[config.mk]
export PLATFORM = sky130hd
export DESIGN_NAME = dpc_top
export DESIGN_NICKNAME = d
export VERILOG_FILES = /design/src/design/dpc_pkg.sv /design/src/design/dpc_stream_if.sv /design/src/design/dpc_fifo.sv /design/src/design/dpc_top.sv
export VERILOG_INCLUDE_DIRS = /design/src /design/src/design
export SDC_FILE = /design/constraint.sdc
export NUM_CORES = 1
export LEC_CHECK = 0
export CORE_MARGIN = 2
export CORE_UTILIZATION = 60
export CTS_CLUSTER_DIAMETER = 150
export DETAILED_ROUTE_END_ITERATION = 8
export DONT_BUFFER_PORTS = 1
export HOLD_SLACK_MARGIN = 0.03
export PLACE_DENSITY = 0.76
export SLEW_MARGIN = 5
export SYNTH_ARGS = -nofsm -noshare
export SYNTH_HDL_FRONTEND = slang
export SYNTH_SLANG_ARGS = --single-unit
[constraint.sdc]
create_clock -name CLOCK -period 9 [get_ports CLOCK]
set_input_delay 1.8 -clock CLOCK [delete_from_list [all_inputs] [get_ports CLOCK]]
set_output_delay 1.8 -clock CLOCK [all_outputs]
set_load 0.1 [all_outputs]
[src/design/dpc_regs.svh]
// Constants for the pin configuration and sample input block
`ifndef DPC_REGS_SVH
`define DPC_REGS_SVH
// ****************************************
// Serial configuration register
// ****************************************
`define DPC_CFG_ADDR      7'h00
`define DPC_CFG_RESET     8'h00
`define DPC_BIT_TWOS      0
`define DPC_BIT_PD        1
`define DPC_BIT_CDIFF     2
// ****************************************
// Serial frame layout and sample width
// ****************************************
`define DPC_HDR_BITS      5'h08
`define DPC_FRAME_BITS    5'h10
`define DPC_SAMPLE_W      10
`define DPC_FIFO_DEPTH    8
`endif

[src/design/dpc_pkg.sv]
// Types shared by the pin configuration and sample input block
`include "dpc_regs.svh"
package dpc_pkg;
    typedef logic [`DPC_SAMPLE_W-1:0] dpc_sample_t;
    typedef enum {ST_IDLE, ST_HDR, ST_DATA, ST_DONE} dpc_spi_st_t;
endpackage : dpc_pkg

[src/design/dpc_stream_if.sv]
// Valid/ready sample stream between the capture stage and the FIFO
`timescale 1ns/10ps
`default_nettype none
interface dpc_stream_if #(parameter int W = 10);
    logic         valid;
    logic         ready;
    logic [W-1:0] data;
    modport src (output valid, output data, input ready);
    modport snk (input valid, input data, output ready);
endinterface : dpc_stream_if
`default_nettype wire

[src/design/dpc_fifo.sv]
// Sample FIFO with parameter width and depth
`timescale 1ns/10ps
`default_nettype none
module dpc_fifo #(
    parameter int W     = 10,
    parameter int DEPTH = 8
) (
    // Clock and reset
    input  wire logic clk,
    input  wire logic rst,
    // Fill side
    dpc_stream_if.snk wr,
    // Drain side
    output var  logic         out_valid,
    input  wire logic         out_ready,
    output var  logic [W-1:0] out_data
);
    localparam int AW = $clog2(DEPTH);
    logic [W-1:0] mem_q [DEPTH];
    logic [AW-1:0] wp_q;
    logic [AW-1:0] rp_q;
    logic [AW:0]   cnt_q;
    wire           do_wr = wr.valid & wr.ready;
    wire           do_rd = out_valid & out_ready;

    // Honest full and empty flags
    assign wr.ready  = (cnt_q != (AW+1)'(DEPTH));
    assign out_valid = (cnt_q != '0);
    assign out_data  = mem_q[rp_q];

    // Storage
    always_ff @(posedge clk) begin
        if (do_wr) begin
            mem_q[wp_q] <= wr.data;
        end
    end

    // Pointers and fill count
    always_ff @(posedge clk or posedge rst) begin
        if (rst) begin
            wp_q  <= '0;
            rp_q  <= '0;
            cnt_q <= '0;
        end else begin
            if (do_wr) wp_q <= wp_q + 1'b1;
            if (do_rd) rp_q <= rp_q + 1'b1;
            cnt_q <= cnt_q + (AW+1)'(do_wr) - (AW+1)'(do_rd);
        end
    end
endmodule : dpc_fifo
`default_nettype wire

[src/design/dpc_top.sv]
// Pin configuration, serial configuration port and sample input path
// Notes on behaviour
// Mode pin high selects pin-strap configuration; low selects serial-port configuration.
// A high level on the mode pin returns serial registers to defaults.
// Pin mode: format pin low is straight binary, high is twos complement.
// Pin mode: clock-type pin low single-ended receiver, high differential receiver.
// Serial mode: clock-type pin is the serial clock.
// Serial mode: format pin is the bidirectional serial data line.
// Pin mode: power-down pin high powers down, low runs normally.
// Serial mode: chip select active low; port ignored while high.
// Host drives ten-bit sample, MSB on bit 9, LSB on bit 0.
// True output code and complementary output code are always bitwise complements.
// Sample captured on rising edge, applied to the core on a later update.
`timescale 1ns/10ps
`default_nettype none
`include "dpc_regs.svh"
module dpc_top
    import dpc_pkg::*;
#(
    parameter int SAMPLE_W   = `DPC_SAMPLE_W,
    parameter int FIFO_DEPTH = `DPC_FIFO_DEPTH
) (
    // Clock and reset
    input  wire logic                CLOCK,
    input  wire logic                SYS_RST,
    // Sample pins
    input  wire logic [SAMPLE_W-1:0] SAMPLE_DATA,
    output var  logic                SAMPLE_READY,
    // Configuration pins
    input  wire logic                MODE_SEL,
    input  wire logic                CLK_TYPE_SEL_SERIAL_CLK,
    input  wire logic                POWERDOWN_OR_CHIP_SELECT,
    input  wire logic                FORMAT_SDIO_I,
    output var  logic                FORMAT_SDIO_O,
    output var  logic                FORMAT_SDIO_OE,
    // Core controls and codes
    output var  logic                SERIAL_MODE,
    output var  logic                TWOS_COMP,
    output var  logic                POWER_DOWN,
    output var  logic                CLK_DIFF_EN,
    output var  logic                CLK_SE_EN,
    output var  logic [SAMPLE_W-1:0] TRUE_CODE,
    output var  logic [SAMPLE_W-1:0] COMPLEMENT_CODE
);
    // ****************************************
    // Pin synchronisers
    // ****************************************
    logic [SAMPLE_W-1:0] smp_s1_q;
    logic [SAMPLE_W-1:0] smp_s2_q;
    logic [3:0]          pin_s1_q;
    logic [3:0]          pin_s2_q;
    logic                sclk_s3_q;
    logic                csn_s3_q;

    // Two flops on every pin before use
    always_ff @(posedge CLOCK or posedge SYS_RST) begin
        if (SYS_RST) begin
            smp_s1_q  <= '0;
            smp_s2_q  <= '0;
            pin_s1_q  <= 4'h4;    // Pin mode and awake, so no control moves
            pin_s2_q  <= 4'h4;    // before the real pin levels arrive
            sclk_s3_q <= 1'b0;
            csn_s3_q  <= 1'b1;
        end else begin
            smp_s1_q  <= SAMPLE_DATA;
            smp_s2_q  <= smp_s1_q;
            pin_s1_q  <= {POWERDOWN_OR_CHIP_SELECT, MODE_SEL, CLK_TYPE_SEL_SERIAL_CLK, FORMAT_SDIO_I};
            pin_s2_q  <= pin_s1_q;
            sclk_s3_q <= pin_s2_q[1];
            csn_s3_q  <= pin_s2_q[3];
        end
    end

    // Synchronised pin levels
    wire pd_cs_s  = pin_s2_q[3];
    wire mode_s   = pin_s2_q[2];
    wire ctype_s  = pin_s2_q[1];
    wire sdio_s   = pin_s2_q[0];
    wire pin_mode = mode_s;
    wire sclk_s   = ctype_s;
    wire csn_s    = pd_cs_s;
    wire cs_act   = ~pin_mode & ~csn_s;
    wire sclk_ris = cs_act & sclk_s & ~sclk_s3_q;
    wire sclk_fal = cs_act & ~sclk_s & sclk_s3_q;
    wire cs_fall  = ~pin_mode & ~csn_s & csn_s3_q;

    // ****************************************
    // Serial configuration port
    // ****************************************
    dpc_spi_st_t st_q;
    dpc_spi_st_t st_d;
    logic [4:0]  bit_q;
    logic [15:0] sh_q;
    logic [7:0]  tx_q;
    logic [7:0]  cfg_q;
    logic        rd_q;

    // Frame decode
    wire [15:0] sh_nxt   = {sh_q[14:0], sdio_s};
    wire [4:0]  bit_nxt  = bit_q + 5'h01;
    wire        hdr_done = sclk_ris & (st_q == ST_HDR) & (bit_nxt == `DPC_HDR_BITS);
    wire        frm_done = sclk_ris & (st_q == ST_DATA) & (bit_nxt == `DPC_FRAME_BITS);
    wire        addr_hit = (sh_nxt[14:8] == `DPC_CFG_ADDR);
    wire        wr_hit   = frm_done & ~sh_nxt[15] & addr_hit;

    // Next state
    always_comb begin
        st_d = st_q;
        case (st_q)
            ST_IDLE: begin
                if (cs_fall) st_d = ST_HDR;
            end
            ST_HDR: begin
                if (hdr_done) st_d = ST_DATA;
            end
            ST_DATA: begin
                if (frm_done) st_d = ST_DONE;
            end
            ST_DONE: begin
                st_d = ST_DONE;
            end
            default: begin
                st_d = ST_IDLE;
            end
        endcase
        if (~cs_act) st_d = ST_IDLE;
    end

    // State and bit counter
    always_ff @(posedge CLOCK or posedge SYS_RST) begin
        if (SYS_RST) begin
            st_q  <= ST_IDLE;
            bit_q <= '0;
            sh_q  <= '0;
        end else begin
            st_q <= st_d;
            if (st_d == ST_IDLE) begin
                bit_q <= '0;
            end else if (sclk_ris) begin
                bit_q <= bit_nxt;
                sh_q  <= sh_nxt;
            end
        end
    end

    // Read flag and transmit shifter, data changes on falling edges
    always_ff @(posedge CLOCK or posedge SYS_RST) begin
        if (SYS_RST) begin
            rd_q <= 1'b0;
            tx_q <= '0;
        end else if (hdr_done) begin
            rd_q <= sh_nxt[7] & (sh_nxt[6:0] == `DPC_CFG_ADDR);
            tx_q <= cfg_q;
        end else if (sclk_fal & (st_q == ST_DATA)) begin
            tx_q <= {tx_q[6:0], 1'b0};
        end else if (st_q == ST_IDLE) begin
            rd_q <= 1'b0;
        end
    end

    // Data line driver, enabled only during a read data phase
    always_ff @(posedge CLOCK or posedge SYS_RST) begin
        if (SYS_RST) begin
            FORMAT_SDIO_O  <= 1'b0;
            FORMAT_SDIO_OE <= 1'b0;
        end else begin
            FORMAT_SDIO_OE <= cs_act & rd_q & (st_q == ST_DATA);
            if (sclk_fal & (st_q == ST_DATA)) FORMAT_SDIO_O <= tx_q[7];
        end
    end

    // Configuration register, held at default while the mode pin is high
    always_ff @(posedge CLOCK or posedge SYS_RST) begin
        if (SYS_RST) begin
            cfg_q <= `DPC_CFG_RESET;
        end else if (pin_mode) begin
            cfg_q <= `DPC_CFG_RESET;
        end else if (wr_hit) begin
            cfg_q <= sh_nxt[7:0];
        end
    end

    // ****************************************
    // Mode selection of controls
    // ****************************************
    wire twos_d  = pin_mode ? sdio_s  : cfg_q[`DPC_BIT_TWOS];
    wire cdiff_d = pin_mode ? ctype_s : cfg_q[`DPC_BIT_CDIFF];
    wire pd_d    = pin_mode ? pd_cs_s : cfg_q[`DPC_BIT_PD];

    // Control outputs
    always_ff @(posedge CLOCK or posedge SYS_RST) begin
        if (SYS_RST) begin
            SERIAL_MODE <= 1'b0;
            TWOS_COMP   <= 1'b0;
            POWER_DOWN  <= 1'b0;
            CLK_DIFF_EN <= 1'b0;
            CLK_SE_EN   <= 1'b1;
        end else begin
            SERIAL_MODE <= ~pin_mode;
            TWOS_COMP   <= twos_d;
            POWER_DOWN  <= pd_d;
            CLK_DIFF_EN <= cdiff_d;
            CLK_SE_EN   <= ~cdiff_d;
        end
    end

    // ****************************************
    // Sample path
    // ****************************************
    dpc_stream_if #(.W(SAMPLE_W)) cap_if ();
    logic                fifo_valid;
    logic [SAMPLE_W-1:0] fifo_data;
    wire                 core_ready = ~POWER_DOWN;

    // Every update edge offers the synchronised word, MSB on bit 9
    assign cap_if.valid = 1'b1;
    assign cap_if.data  = smp_s2_q;

    dpc_fifo #(.W(SAMPLE_W), .DEPTH(FIFO_DEPTH)) u_fifo (
        .clk       (CLOCK),
        .rst       (SYS_RST),
        .wr        (cap_if.snk),
        .out_valid (fifo_valid),
        .out_ready (core_ready),
        .out_data  (fifo_data)
    );

    // Twos complement becomes offset binary by flipping the sign bit
    wire [SAMPLE_W-1:0] code_d = TWOS_COMP ?
        {~fifo_data[SAMPLE_W-1], fifo_data[SAMPLE_W-2:0]} : fifo_data;

    // Core code registers, stalled during power-down
    always_ff @(posedge CLOCK or posedge SYS_RST) begin
        if (SYS_RST) begin
            TRUE_CODE       <= '0;
            COMPLEMENT_CODE <= '1;
            SAMPLE_READY    <= 1'b0;
        end else begin
            SAMPLE_READY <= cap_if.ready;
            if (fifo_valid & core_ready) begin
                TRUE_CODE       <= code_d;
                COMPLEMENT_CODE <= ~code_d;
            end
        end
    end
endmodule : dpc_top
`default_nettype wire

Word-level counts from Yosys, hierarchy flattened --
Memories as Yosys holds them, arrays and structs flattened. Cells that the tools add are included. W data, S select, Z words.
Storage, ports and cells: output and inout port bits 28, bits of input ports 16, bits in registers 137, bits in writable memories 80, memories kept 1, logic and storage cells 99
Operators by class: muxes and demuxes 20, $add $sub $neg 5, bitwise operators 27, reduce and logical (&&, ||, !) cells 12, eq/ne operators 9
Memory list:
- u_fifo.mem_q | depth 8, bits a word 10, rd ports 1, clocked after Yosys merged registers in 0, wr ports 1, RTL line dpc_fifo.sv:19 | logic [W-1:0] mem_q [DEPTH];
Operators with widths (count):
- $mux W32 | 4
- $pmux W32 S4 | 1
- $eq A32 B2 Y1 const B | 3
- $logic_not A32 Y1 | 3
- $eq A32 B1 Y1 const B | 1
- $eq A32 B3 Y1 const B | 1
- $mux W8 | 4
- $and A1 B1 Y1 | 17
- $logic_not A7 Y1 | 2
- $mux W10 | 1
- $mux W5 | 2
- $not A10 Y10 | 1
- $not A1 Y1 | 9
- $mux W1 | 8
- $reduce_bool A2 Y1 | 4
- $add A3 B1 Y3 const B | 2
- $add A5 B1 Y5 const B | 1
- $eq A5 B4 Y1 const B | 1
- $eq A5 B5 Y1 const B | 1
- $add A4 B1 Y4 | 1
- $ne A4 B4 Y1 const B | 1
- $reduce_and A2 Y1 | 2
- $reduce_bool A4 Y1 | 1
- $sub A4 B1 Y4 | 1
- $ne A2 B2 Y1 const B | 1

Logic depth before layout (Yosys ltp) --
Gate-level depths: netlist of run 1.
depth in word-level cells 12, gate-level depth with buffers 11, depth with buffers taken out 10

Hierarchy --
A second synthesis of run 1 with hierarchy kept.
Unflattened totals: cells, all modules 487, area, all modules 8104.0 µm²
By module, submodules not included:
- dpc_top | area each 4449.3 µm², times used 1, seq. area each 3195.6 µm², cells an instance 316
- dpc_fifo | area each 3654.8 µm², times used 1, seq. area each 2652.5 µm², cells an instance 171

Worst setup path after synthesis of run 1 --
Ideal clock, no wire load.
kind register -> output, from reg TWOS_COMP, to out TWOS_COMP, arrival time 0.911 ns, slack 6.289 ns, buffers on the path 0, data required time 7.200 ns, stages on the path, launching flop included 1, cells stage by stage dfrtp_1
RTL lines:
- start: declaration | RTL line dpc_top.sv:38 | output var logic TWOS_COMP,
- start signal: assignment | RTL line dpc_top.sv:200 | TWOS_COMP <= twos_d;
No word-level cell between the ends.

Worst setup path in the final report of run 1 --
from reg TWOS_COMP, to out TWOS_COMP
No word-level cell between the ends.

==> results of run 1 <==
## flip-flops by register name, indices dropped and copies added (netlist names), 10 cells and up
name and count:
u_fifo.mem_q 80, st_q 32, sh_q 15, COMPLEMENT_CODE 10
TRUE_CODE 10, cap_if.data 10, smp_s1_q 10
## metal layers
metal	part of all wire	vias up	global-route usage
li1	-	1780	-
met4	0.025	0	0.05882
met3	0.051	28	0.03232
met1	0.44	2020	0.2832
met2	0.49	110	0.3086
met5	0	-	0
## cell families after synthesis
kind of cell / count (synthesis) / synth area share
other: 1 / 0.0004679
XOR/XNOR: 13 / 0.01421
AO/OA/AOI/OAI: 25 / 0.02279
adder cells (fa/ha/maj): 11 / 0.01811
AND/OR/NAND/NOR: 113 / 0.07556
buffers and inverters: 23 / 0.01186
flip-flops: 217 / 0.7296
multiplexers: 72 / 0.1274
## cell usage in the layout, fill, tap and decap left out, types with 2 or more instances in the layout
master / n
ha_1: 10
nand2_1: 45
nor2b_1: 10
a21o_1: 4
nor3_2: 3
mux2_2: 25
conb_1: 30
a21oi_1: 4
nand4_1: 3
buf_4: 2
nor4_2: 4
inv_1: 11
inv_6: 2
clkinv_2: 3
clkbuf_8: 3
clkbuf_1: 4
edfxtp_1: 80
xor2_1: 6
nand2b_1: 3
dfrtp_1: 123
mux2_1: 15
clkinv_1: 2
o21a_1: 10
dfstp_2: 14
clkbuf_16: 23
mux2i_1: 12
and3_1: 3
xnor2_1: 7
nor2_1: 24
nand3_1: 2
clkinv_4: 2
mux4_2: 20
nor4_1: 6
## per-stage QoR
step / worst slack, ns / hold slack (ns) / area, µm²
after floorplan: 3.555 / 0.3312 / 8124
after global routing: 5.658 / 0.3568 / 9042
after detailed placement: 5.804 / 0.3347 / 8324
after CTS: 5.748 / 0.3483 / 9042
final: 5.763 / 0.3416 / 9042
after global placement: 5.852 / 0.3347 / 8324
## cell type report
| cell class | count | area (µm²) | share of cell area |
|---|---|---|---|
| Clock buffer | 30 | 631.9 | 0.06988 |
| Clock inverter | 10 | 86.33 | 0.009548 |
| Inverter | 12 | 50.05 | 0.005535 |
| Multi-Input combinational cell | 264 | 2191 | 0.2423 |
| Sequential cell | 217 | 5848 | 0.6467 |
| Tap cell | 176 | 220.2 | 0.02435 |
| Timing Repair Buffer | 2 | 15.01 | 0.001660 |
## path summary, 6_finish.rpt
check	startpoint	to	slack [ns]
max in group asynchronous	SYS_RST	cap_if.data[5]	6.39
hold / removal	smp_s1_q[7]	cap_if.data[7]	0.34
setup reg to reg	POWER_DOWN	u_fifo.cnt_q[2]	5.84
setup / recovery	TWOS_COMP	TWOS_COMP	5.76
min in group asynchronous	SYS_RST	cap_if.data[7]	1.21
hold reg to reg	smp_s1_q[7]	cap_if.data[7]	0.34
## report_power, final
group          switching [W]  internal, W
Clock               0.000350     0.000523
Combinational       0.000285     0.000235
Sequential          0.000476      0.00125
Total                0.00111      0.00201
==> results by group, run 1 <==
Run status
  • Status: complete, no violations

Finish
  • Area grow syn2layout: 12.82%
  • Layout net count: around 550
  • Post-layout util: 0.6883
  • Non-filler cells, final: ~700
  • Antenna cells: 0
  • Fillers: roughly 840
  • Layout cells sized above 1: 0.2075

Clock network
  • CTS max path bufs: 3
  • CTS clock-pin slew for the worst setup and hold paths: 0.06 ns
  • H-tree levels: 1
  • CTS Hold Buffers Added: 0
  • CTS Root Cell: clkbuf_16
  • Clock insertion delay at the later pin of the skew report: about 0.48 ns
  • Number of buffers created by CTS: 22
  • Setup bufs post-CTS: 0
  • TritonCTS sink count: 217
  • Cts repair resizes: 0
  • CTS tree: done

Route
  • # DRC: 0
  • Wire per inst: 18.39 µm
  • Routed WL: 13080 µm
  • Post-route ant nets: 0
  • Initial DRC Count: about 270
  • 1st-pass router iterations: 5
  • Vias: around 3900
  • DR vias/cell: around 5.5

Yosys
  • Post-synth cell types: 47
  • Commonest cells in the netlist: dfrtp_1 (123), edfxtp_1 (80), nand2_1 (45)
  • Top cells by area, synth: dfrtp_1 (38%), edfxtp_1 (30%), mux4_2 (5.6%)
  • Leading area contributor after synthesis: dfrtp_1
  • Yosys warning count: 0
  • Seq/Total Area, Yosys: 0.7296
  • Main synth FF type: dfrtp_1
  • Most frequent cell after synthesis: dfrtp_1
  • Async set-or-reset flop fraction in the synthesized netlist: 0.6313
  • Synth top area share: 0.3840
  • Cells after Synth: about 480
  • Seq cells post-synth: 217
  • Synth Area per Inst: roughly 17 µm²
  • Post-Syn Area: 0.008015 mm²
  • Post-synth EDFFs: 80

Run
  • Max-cap check violation count: 0

STA
  • Hold Vio Cnt, Final: 0
  • Period utilization: 0.3597
  • Post-route setup TNS: 0 ns
  • RSZ-0062 raised after global routing: false
  • Period minus WS final: 3.237 ns
  • Fin. max-slew vios: 0
  • Rel. slew slack: 0.2051
  • Endpoints failing setup: 0
  • Clock tree skew after final layout: 0.008032 ns
  • Max Clk Rate: around 310 MHz
  • Worst Tran Pin Value: 1.188 ns

Pwr
  • Total power: around 0.0031 W
  • Power per cell area: approximately 340 mW/mm²
  • VDD IR max: approximately 0.19 mV
  • P_leak: between 3 and 4 nW

Min path
  • Hold Crit Class: flop to flop
  • Worst Hold Depth: 0

Global routing
  • GRT Resource Usage Total: 0.1944
  • Largest net degree at the start of global routing: 87
  • Initial antenna violation count: 0
  • Total global routing overflow: 0
  • Global-route wire length before repair: around 22000 µm
  • Vias in the first global route: slightly above 4000

Die
  • Row Count: 42
  • Die Span Y: 119.6 µm
  • Area of the core: 0.01314 mm²
  • DIE AREA: 0.01430 mm²
  • Starting Density: 0.6101
  • Top Ports: 44
  • Die Width: about 120 µm

Critical path
  • Crit Path Max Fanout: 2
  • Stages on the worst setup path: 0
  • Critical Path RT: 7.20 ns
  • Startpoint types: flop
  • WP data arrival: between 1 and 1.5 ns
  • R2R cell count: 8
  • Crit. End Element: primary output
  • Critical path type: flop to primary output

Placed design
  • Placed cells: ~670
  • Routability Congestion: 0.8167
  • I/O Buffers: 0
  • HPWL Detailed: between 7000 and 8000 µm
Note: power is estimated with default switching activity, not from simulation.
==> inputs of run 2 (changes only) <==
clock period = 3 ns   (was 9 ns; I/O delays follow)
==> run 2 against run 1 <==
  * Clock power rose to 2.7 times the previous value
  * Cell area up 0.47%
  * First-iteration DRC count down 3.0%
  * Sequential share of layout area down 0.30 points
  * Critical path type is now flop to flop
  * Largest power group unchanged
==> results by group, run 2 (synthesized netlist as in run 1, its figures left out) <==
Finish
  • Biggest register: u_fifo.mem_q
  • Layout cells sized above 1: 0.2212
  • Layout net count: 560
  • Register area: 0.005848 mm²
  • Largest regs: u_fifo.mem_q x80, st_q x32, sh_q x15
  • Antenna cells: 0
  • Multi-input logic area: about 0.0022 mm²
  • Fillers: 823
  • Max reg flops: 80
  • Most frequent cells in the layout: dfrtp_1 (123), edfxtp_1 (80), nand2_1 (45)
  • Area grow syn2layout: 13.35%
  • Commonest non-fill, non-tap cell in the layout: dfrtp_1
  • Fin area: 0.009085 mm²

STA
  • Endpoints failing setup: 0
  • Period minus WS final: around 2.7 ns
  • Max Clk Rate: around 380 MHz
  • Fin. max-slew vios: 0
  • Post-route setup TNS: 0 ns
  • PnR worst setup slack: about 0.34 ns
  • Clock tree skew after final layout: 0.009919 ns
  • RSZ-0062 raised after global routing: false
  • Rel. slew slack: 0.3193
  • Hold Vio Cnt, Final: 0
  • Period utilization: 0.8882
  • Worst Tran Pin Value: 1.008 ns
  • Hold Slack: between 0.07 and 0.08 ns

Global routing
  • Largest net degree at the start of global routing: 38
  • GRT Resource Usage Total: 0.2037
  • Total global routing overflow: 0
  • Global-route wire length before repair: about 23000 µm
  • Vias in the first global route: between 4000 and 5000
  • Initial antenna violation count: 0

Die
  • Row Count: 42
  • Top Ports: between 40 and 50
  • DIE AREA: 0.01430 mm²
  • Die Width: approximately 120 µm
  • Die Span Y: roughly 120 µm
  • Starting Density: 0.6101
  • Area of the core: around 0.013 mm²

Route
  • Initial DRC Count: between 200 and 300
  • # DRC: 0
  • 1st-pass router iterations: 4
  • Vias: approximately 4000
  • Post-route ant nets: 0
  • Wire per inst: about 19 µm
  • Routed WL: roughly 14000 µm
  • DR vias/cell: around 5.6

Pwr
  • VDD IR max: 0.5220 mV
  • Total power: a little over 0.009 W
  • P_leak: approximately 3.8 nW
  • Power per cell area: a little over 1000 mW/mm²

Placed design
  • HPWL Detailed: around 8400 µm
  • Cell Area, Placed: 0.008451 mm²
  • Post-Place Setup Slack: roughly 0.41 ns
  • Routability Congestion: ~0.79
  • I/O Buffers: 0

Run status
  • Status: complete, no violations

Clock network
  • Cts repair resizes: 0
  • TritonCTS sink count: 217
  • CTS Root Cell: clkbuf_16
  • H-tree levels: 1
  • Clock insertion delay at the later pin of the skew report: between 0.4 and 0.5 ns
  • Setup bufs post-CTS: 0
  • CTS clock-pin slew for the worst setup and hold paths: about 0.060 ns
  • CTS max path bufs: 3
  • CTS Hold Buffers Added: 0
  • Number of buffers created by CTS: 21
  • CTS tree: done

Critical path
  • Critical path buffers and inverters: 0
  • CP most frequent cell: mux2_1
  • Crit. End Element: flop
  • Crit-path cells: nor4_1 -> nand4_1 -> nor4_4 -> mux2_1 -> mux2_1
  • Worst path slowest cell: nor4_4
  • Startpoint types: flop
  • WP data arrival: 3.02 ns
  • Kind of cell adding the most delay to the critical path: simple AND/OR/NAND/NOR gates
  • R2R cell count: 5
  • Critical Path RT: about 3.4 ns
  • Critical path type: flop to flop
  • Worst path max stage delay: just under 0.7 ns
  • Stages on the worst setup path: 5
  • Crit Path Max Fanout: 9

Run
  • Max-cap check violation count: 0

Min path
  • Hold Crit Class: input pin to asynchronous set/reset pin
## run 2: cell count changes in the layout (fill, tap and decap cells not counted)
cell       previous run  this run
buf_12                0         2
clkbuf_16            23        21
inv_6                 2         0
buf_4                 2        15
nor3_2                3         1
nor3_1                1         3
clkinv_4              2         0
clkbuf_8              3         4
clkinv_2              3         5
inv_4                 0         1
bufinv_16             1         0
## run 2: stage by stage
stage	instances	utilization
after floorplan	504	-
after global placement	686	0.6432
after detailed placement	686	0.6432
after CTS	723	0.6915
after global routing	723	0.6915
final	723	0.6915
## run 2: final timing paths
| kind | startpoint | to | slack, ns |
|---|---|---|---|
| worst max register to register | st_q[8] | tx_q[6] | 0.34 |
| worst min-delay path | SYS_RST | smp_s1_q[4] | 0.07 |
| min in group CLOCK | MODE_SEL | pin_s1_q[2] | 0.12 |
| worst min register to register | smp_s1_q[1] | cap_if.data[1] | 0.35 |
| worst max-delay path | st_q[8] | tx_q[6] | 0.34 |
| max in group asynchronous | SYS_RST | CLK_SE_EN | 2.14 |
## run 2: power breakdown
part	leakage, nW	internal (W)	switching, W
Clock	0.319	0.00138	0.00102
Combinational	1.11	0.000776	0.000894
Sequential	2.41	0.00374	0.00142
Total	3.84	0.00590	0.00333
## run 2: final cells by class
class / instances / share of cell area
Inverter: 12 / 0.005371
Timing Repair Buffer: 17 / 0.01680
Sequential cell: 217 / 0.6437
Multi-Input combinational cell: 264 / 0.2400
Clock buffer: 29 / 0.06556
Clock inverter: 8 / 0.004269
Tap cell: 176 / 0.02424
## run 2: metal layers
layer / global-route usage / share of wire / vias to the layer above
li1: - / - / 1806
met1: 0.2884 / 0.42 / 2082
met2: 0.3318 / 0.50 / 110
met3: 0.03470 / 0.051 / 26
met4: 0.05956 / 0.023 / 0
met5: 0 / 0 / -
==> inputs of run 3 (changes only) <==
BUFFER_PORTS_ARGS = -buffer_cell sky130_fd_sc_hd__buf_2   (was unset)
DONT_BUFFER_PORTS = unset   (was 1)
PLACE_DENSITY = 0.79   (was 0.76)
SLEW_MARGIN = 20   (was 5)
==> run 3 against run 2 <==
  * Combinational power grew 71%
  * Fmax grew 7.1%
  * Worst setup slack gained 0.18 ns
  * Wire length shrank 1.0%
  * Global-route usage grew 0.12 points
  * Critical path depth is the same
  * Cell area grew 2.6%
  * Via count grew 3.4%
  * Sequential cell count is the same
  * Die area is the same
  * Worst hold slack gained 0.13 ns
  * Cell count grew 5.8%
  * Highest routed layer unchanged
  * Critical endpoint is now tx_q[7]
  * Largest cell class unchanged
==> results by group, run 3 (synthesized netlist as in run 1, its figures left out) <==
Run status
  • Status: complete, no violations

Clock network
  • Clock insertion delay at the later pin of the skew report: about 0.50 ns
  • H-tree levels: 1
  • CTS max path bufs: 3
  • CTS Hold Buffers Added: 0
  • CTS Root Cell: clkbuf_16
  • TritonCTS sink count: 217
  • Number of buffers created by CTS: 22
  • Cts repair resizes: 0
  • CTS clock-pin slew for the worst setup and hold paths: around 0.060 ns
  • CTS tree: done
  • Setup bufs post-CTS: 0

Finish
  • Commonest non-fill, non-tap cell in the layout: dfrtp_1
  • Antenna cells: 0
  • Biggest register: u_fifo.mem_q
  • Layout net count: around 600
  • Most frequent cells in the layout: dfrtp_1 (123), edfxtp_1 (80), nand2_1 (45)
  • Max reg flops: 80
  • Area grow syn2layout: 16.33%
  • Layout cells sized above 1: 0.2767
  • Largest regs: u_fifo.mem_q x80, st_q x32, sh_q x15

STA
  • Fin. max-slew vios: 0
  • Rel. slew slack: 0.3124
  • Period minus WS final: 2.487 ns
  • Worst Tran Pin Value: 1.019 ns
  • Max Clk Rate: between 400 and 500 MHz
  • Period utilization: 0.8290
  • Hold Vio Cnt, Final: 0
  • Clock tree skew after final layout: between 0.009 and 0.01 ns
  • Post-route setup TNS: 0 ns
  • RSZ-0062 raised after global routing: false
  • Endpoints failing setup: 0
  • Hold Slack: 0.2046 ns

Critical path
  • Reg-to-reg slack, setup: between 0.5 and 0.6 ns
  • CP endpoint: tx_q[7]
  • Origin of the critical flop-to-flop path: st_q[8]
  • R2R cell count: 5
  • Crit Path Max Fanout: 9
  • Critical Path RT: 3.37 ns
  • WP data arrival: between 2 and 3 ns
  • CP Launch Point: st_q[8]
  • Startpoint types: flop
  • Crit. End Element: flop
  • RR Endpoint: tx_q[7]
  • Critical path type: flop to flop

Placed design
  • HPWL Detailed: between 8000 and 9000 µm
  • Routability Congestion: approximately 0.8
  • I/O Buffers: between 40 and 50

Route
  • Post-route ant nets: 0
  • Initial DRC Count: roughly 380
  • DR vias/cell: around 5.4
  • Wire per inst: 17.70 µm
  • Vias: approximately 4200
  • # DRC: 0
  • Routed WL: around 14000 µm
  • 1st-pass router iterations: 4

Die
  • Die Width: roughly 120 µm
  • Row Count: 42
  • Starting Density: 0.6101
  • DIE AREA: between 0.01 and 0.015 mm²
  • Area of the core: 0.01314 mm²
  • Die Span Y: between 100 and 150 µm
  • Top Ports: 44

Global routing
  • Largest net degree at the start of global routing: 102
  • GRT Resource Usage Total: 0.2049
  • Vias in the first global route: roughly 4500
  • Global-route wire length before repair: roughly 23000 µm
  • Initial antenna violation count: 0
  • Total global routing overflow: 0

Pwr
  • VDD IR max: 0.4767 mV
  • Power per cell area: slightly above 1000 mW/mm²
  • P_leak: around 4.0 nW

Run
  • Max-cap check violation count: 0

Min path
  • Hold Crit Class: input pin to flop
## run 3: cell count changes in the layout (fill, tap and decap cells not counted), sizes merged
cell / before / now
bufinv: 0 / 1
clkinvlp: 1 / 2
clkinv: 7 / 8
buf: 17 / 57
inv: 12 / 11
## run 3: stage by stage
step                cell area, µm²  instances  total power (W)  utilization  setup WS [ns]
floorplan                     8128        504         0.006326            -         0.4228
global placement              8631        726         0.006858       0.6570         0.6497
detailed placement            8631        726         0.006977       0.6570         0.5362
CTS                           9324        765         0.009590       0.7097         0.4751
global route                  9324        765         0.009941       0.7097         0.3834
finish                        9324        765         0.009501       0.7097         0.5131
## run 3: area by class of cell
class                   instances  area, µm²
flip-flops and latches        217       5848
fillers                       851       3814
multi-input cells             264       2181
clock buffers                  29      618.1
repair buffers                 57      332.8
well taps                     176      220.2
clock inverters                10      75.07
inverters                      12      48.80
## run 3: critical path, cell delays in order (launching register included)
cell     delay, ns
dfrtp_1       0.36
nor4_1        0.33
nand4_1       0.31
nor4_4        0.65
mux2_1        0.39
mux2_1        0.31
## run 3: routing by layer
metal | track usage | up-vias | share of wire
li1 | - | 1889 | -
met1 | 0.2901 | 2144 | 0.43
met2 | 0.3386 | 106 | 0.51
met3 | 0.03089 | 20 | 0.046
met4 | 0.05735 | 0 | 0.016
met5 | 0 | - | 0
## run 3: power breakdown
group	total, W	internal (W)	switching [W]
Sequential	0.00406	0.00374	0.000320
Combinational	0.00286	0.000866	0.00199
Clock	0.00259	0.00153	0.00106
Total	0.00950	0.00614	0.00337
## run 3: worst min path at each step
stage,from,slack [ns],end,depth (start not counted)
3_3_place_gp,smp_s1_q[5],0.33,cap_if.data[5],0
3_5_place_dp,smp_s1_q[6],0.33,cap_if.data[6],0
4_1_cts,MODE_SEL,0.19,pin_s1_q[2],1
2_1_floorplan,smp_s1_q[0],0.33,cap_if.data[0],0
5_1_grt,MODE_SEL,0.19,pin_s1_q[2],1
6_report,MODE_SEL,0.20,pin_s1_q[2],1
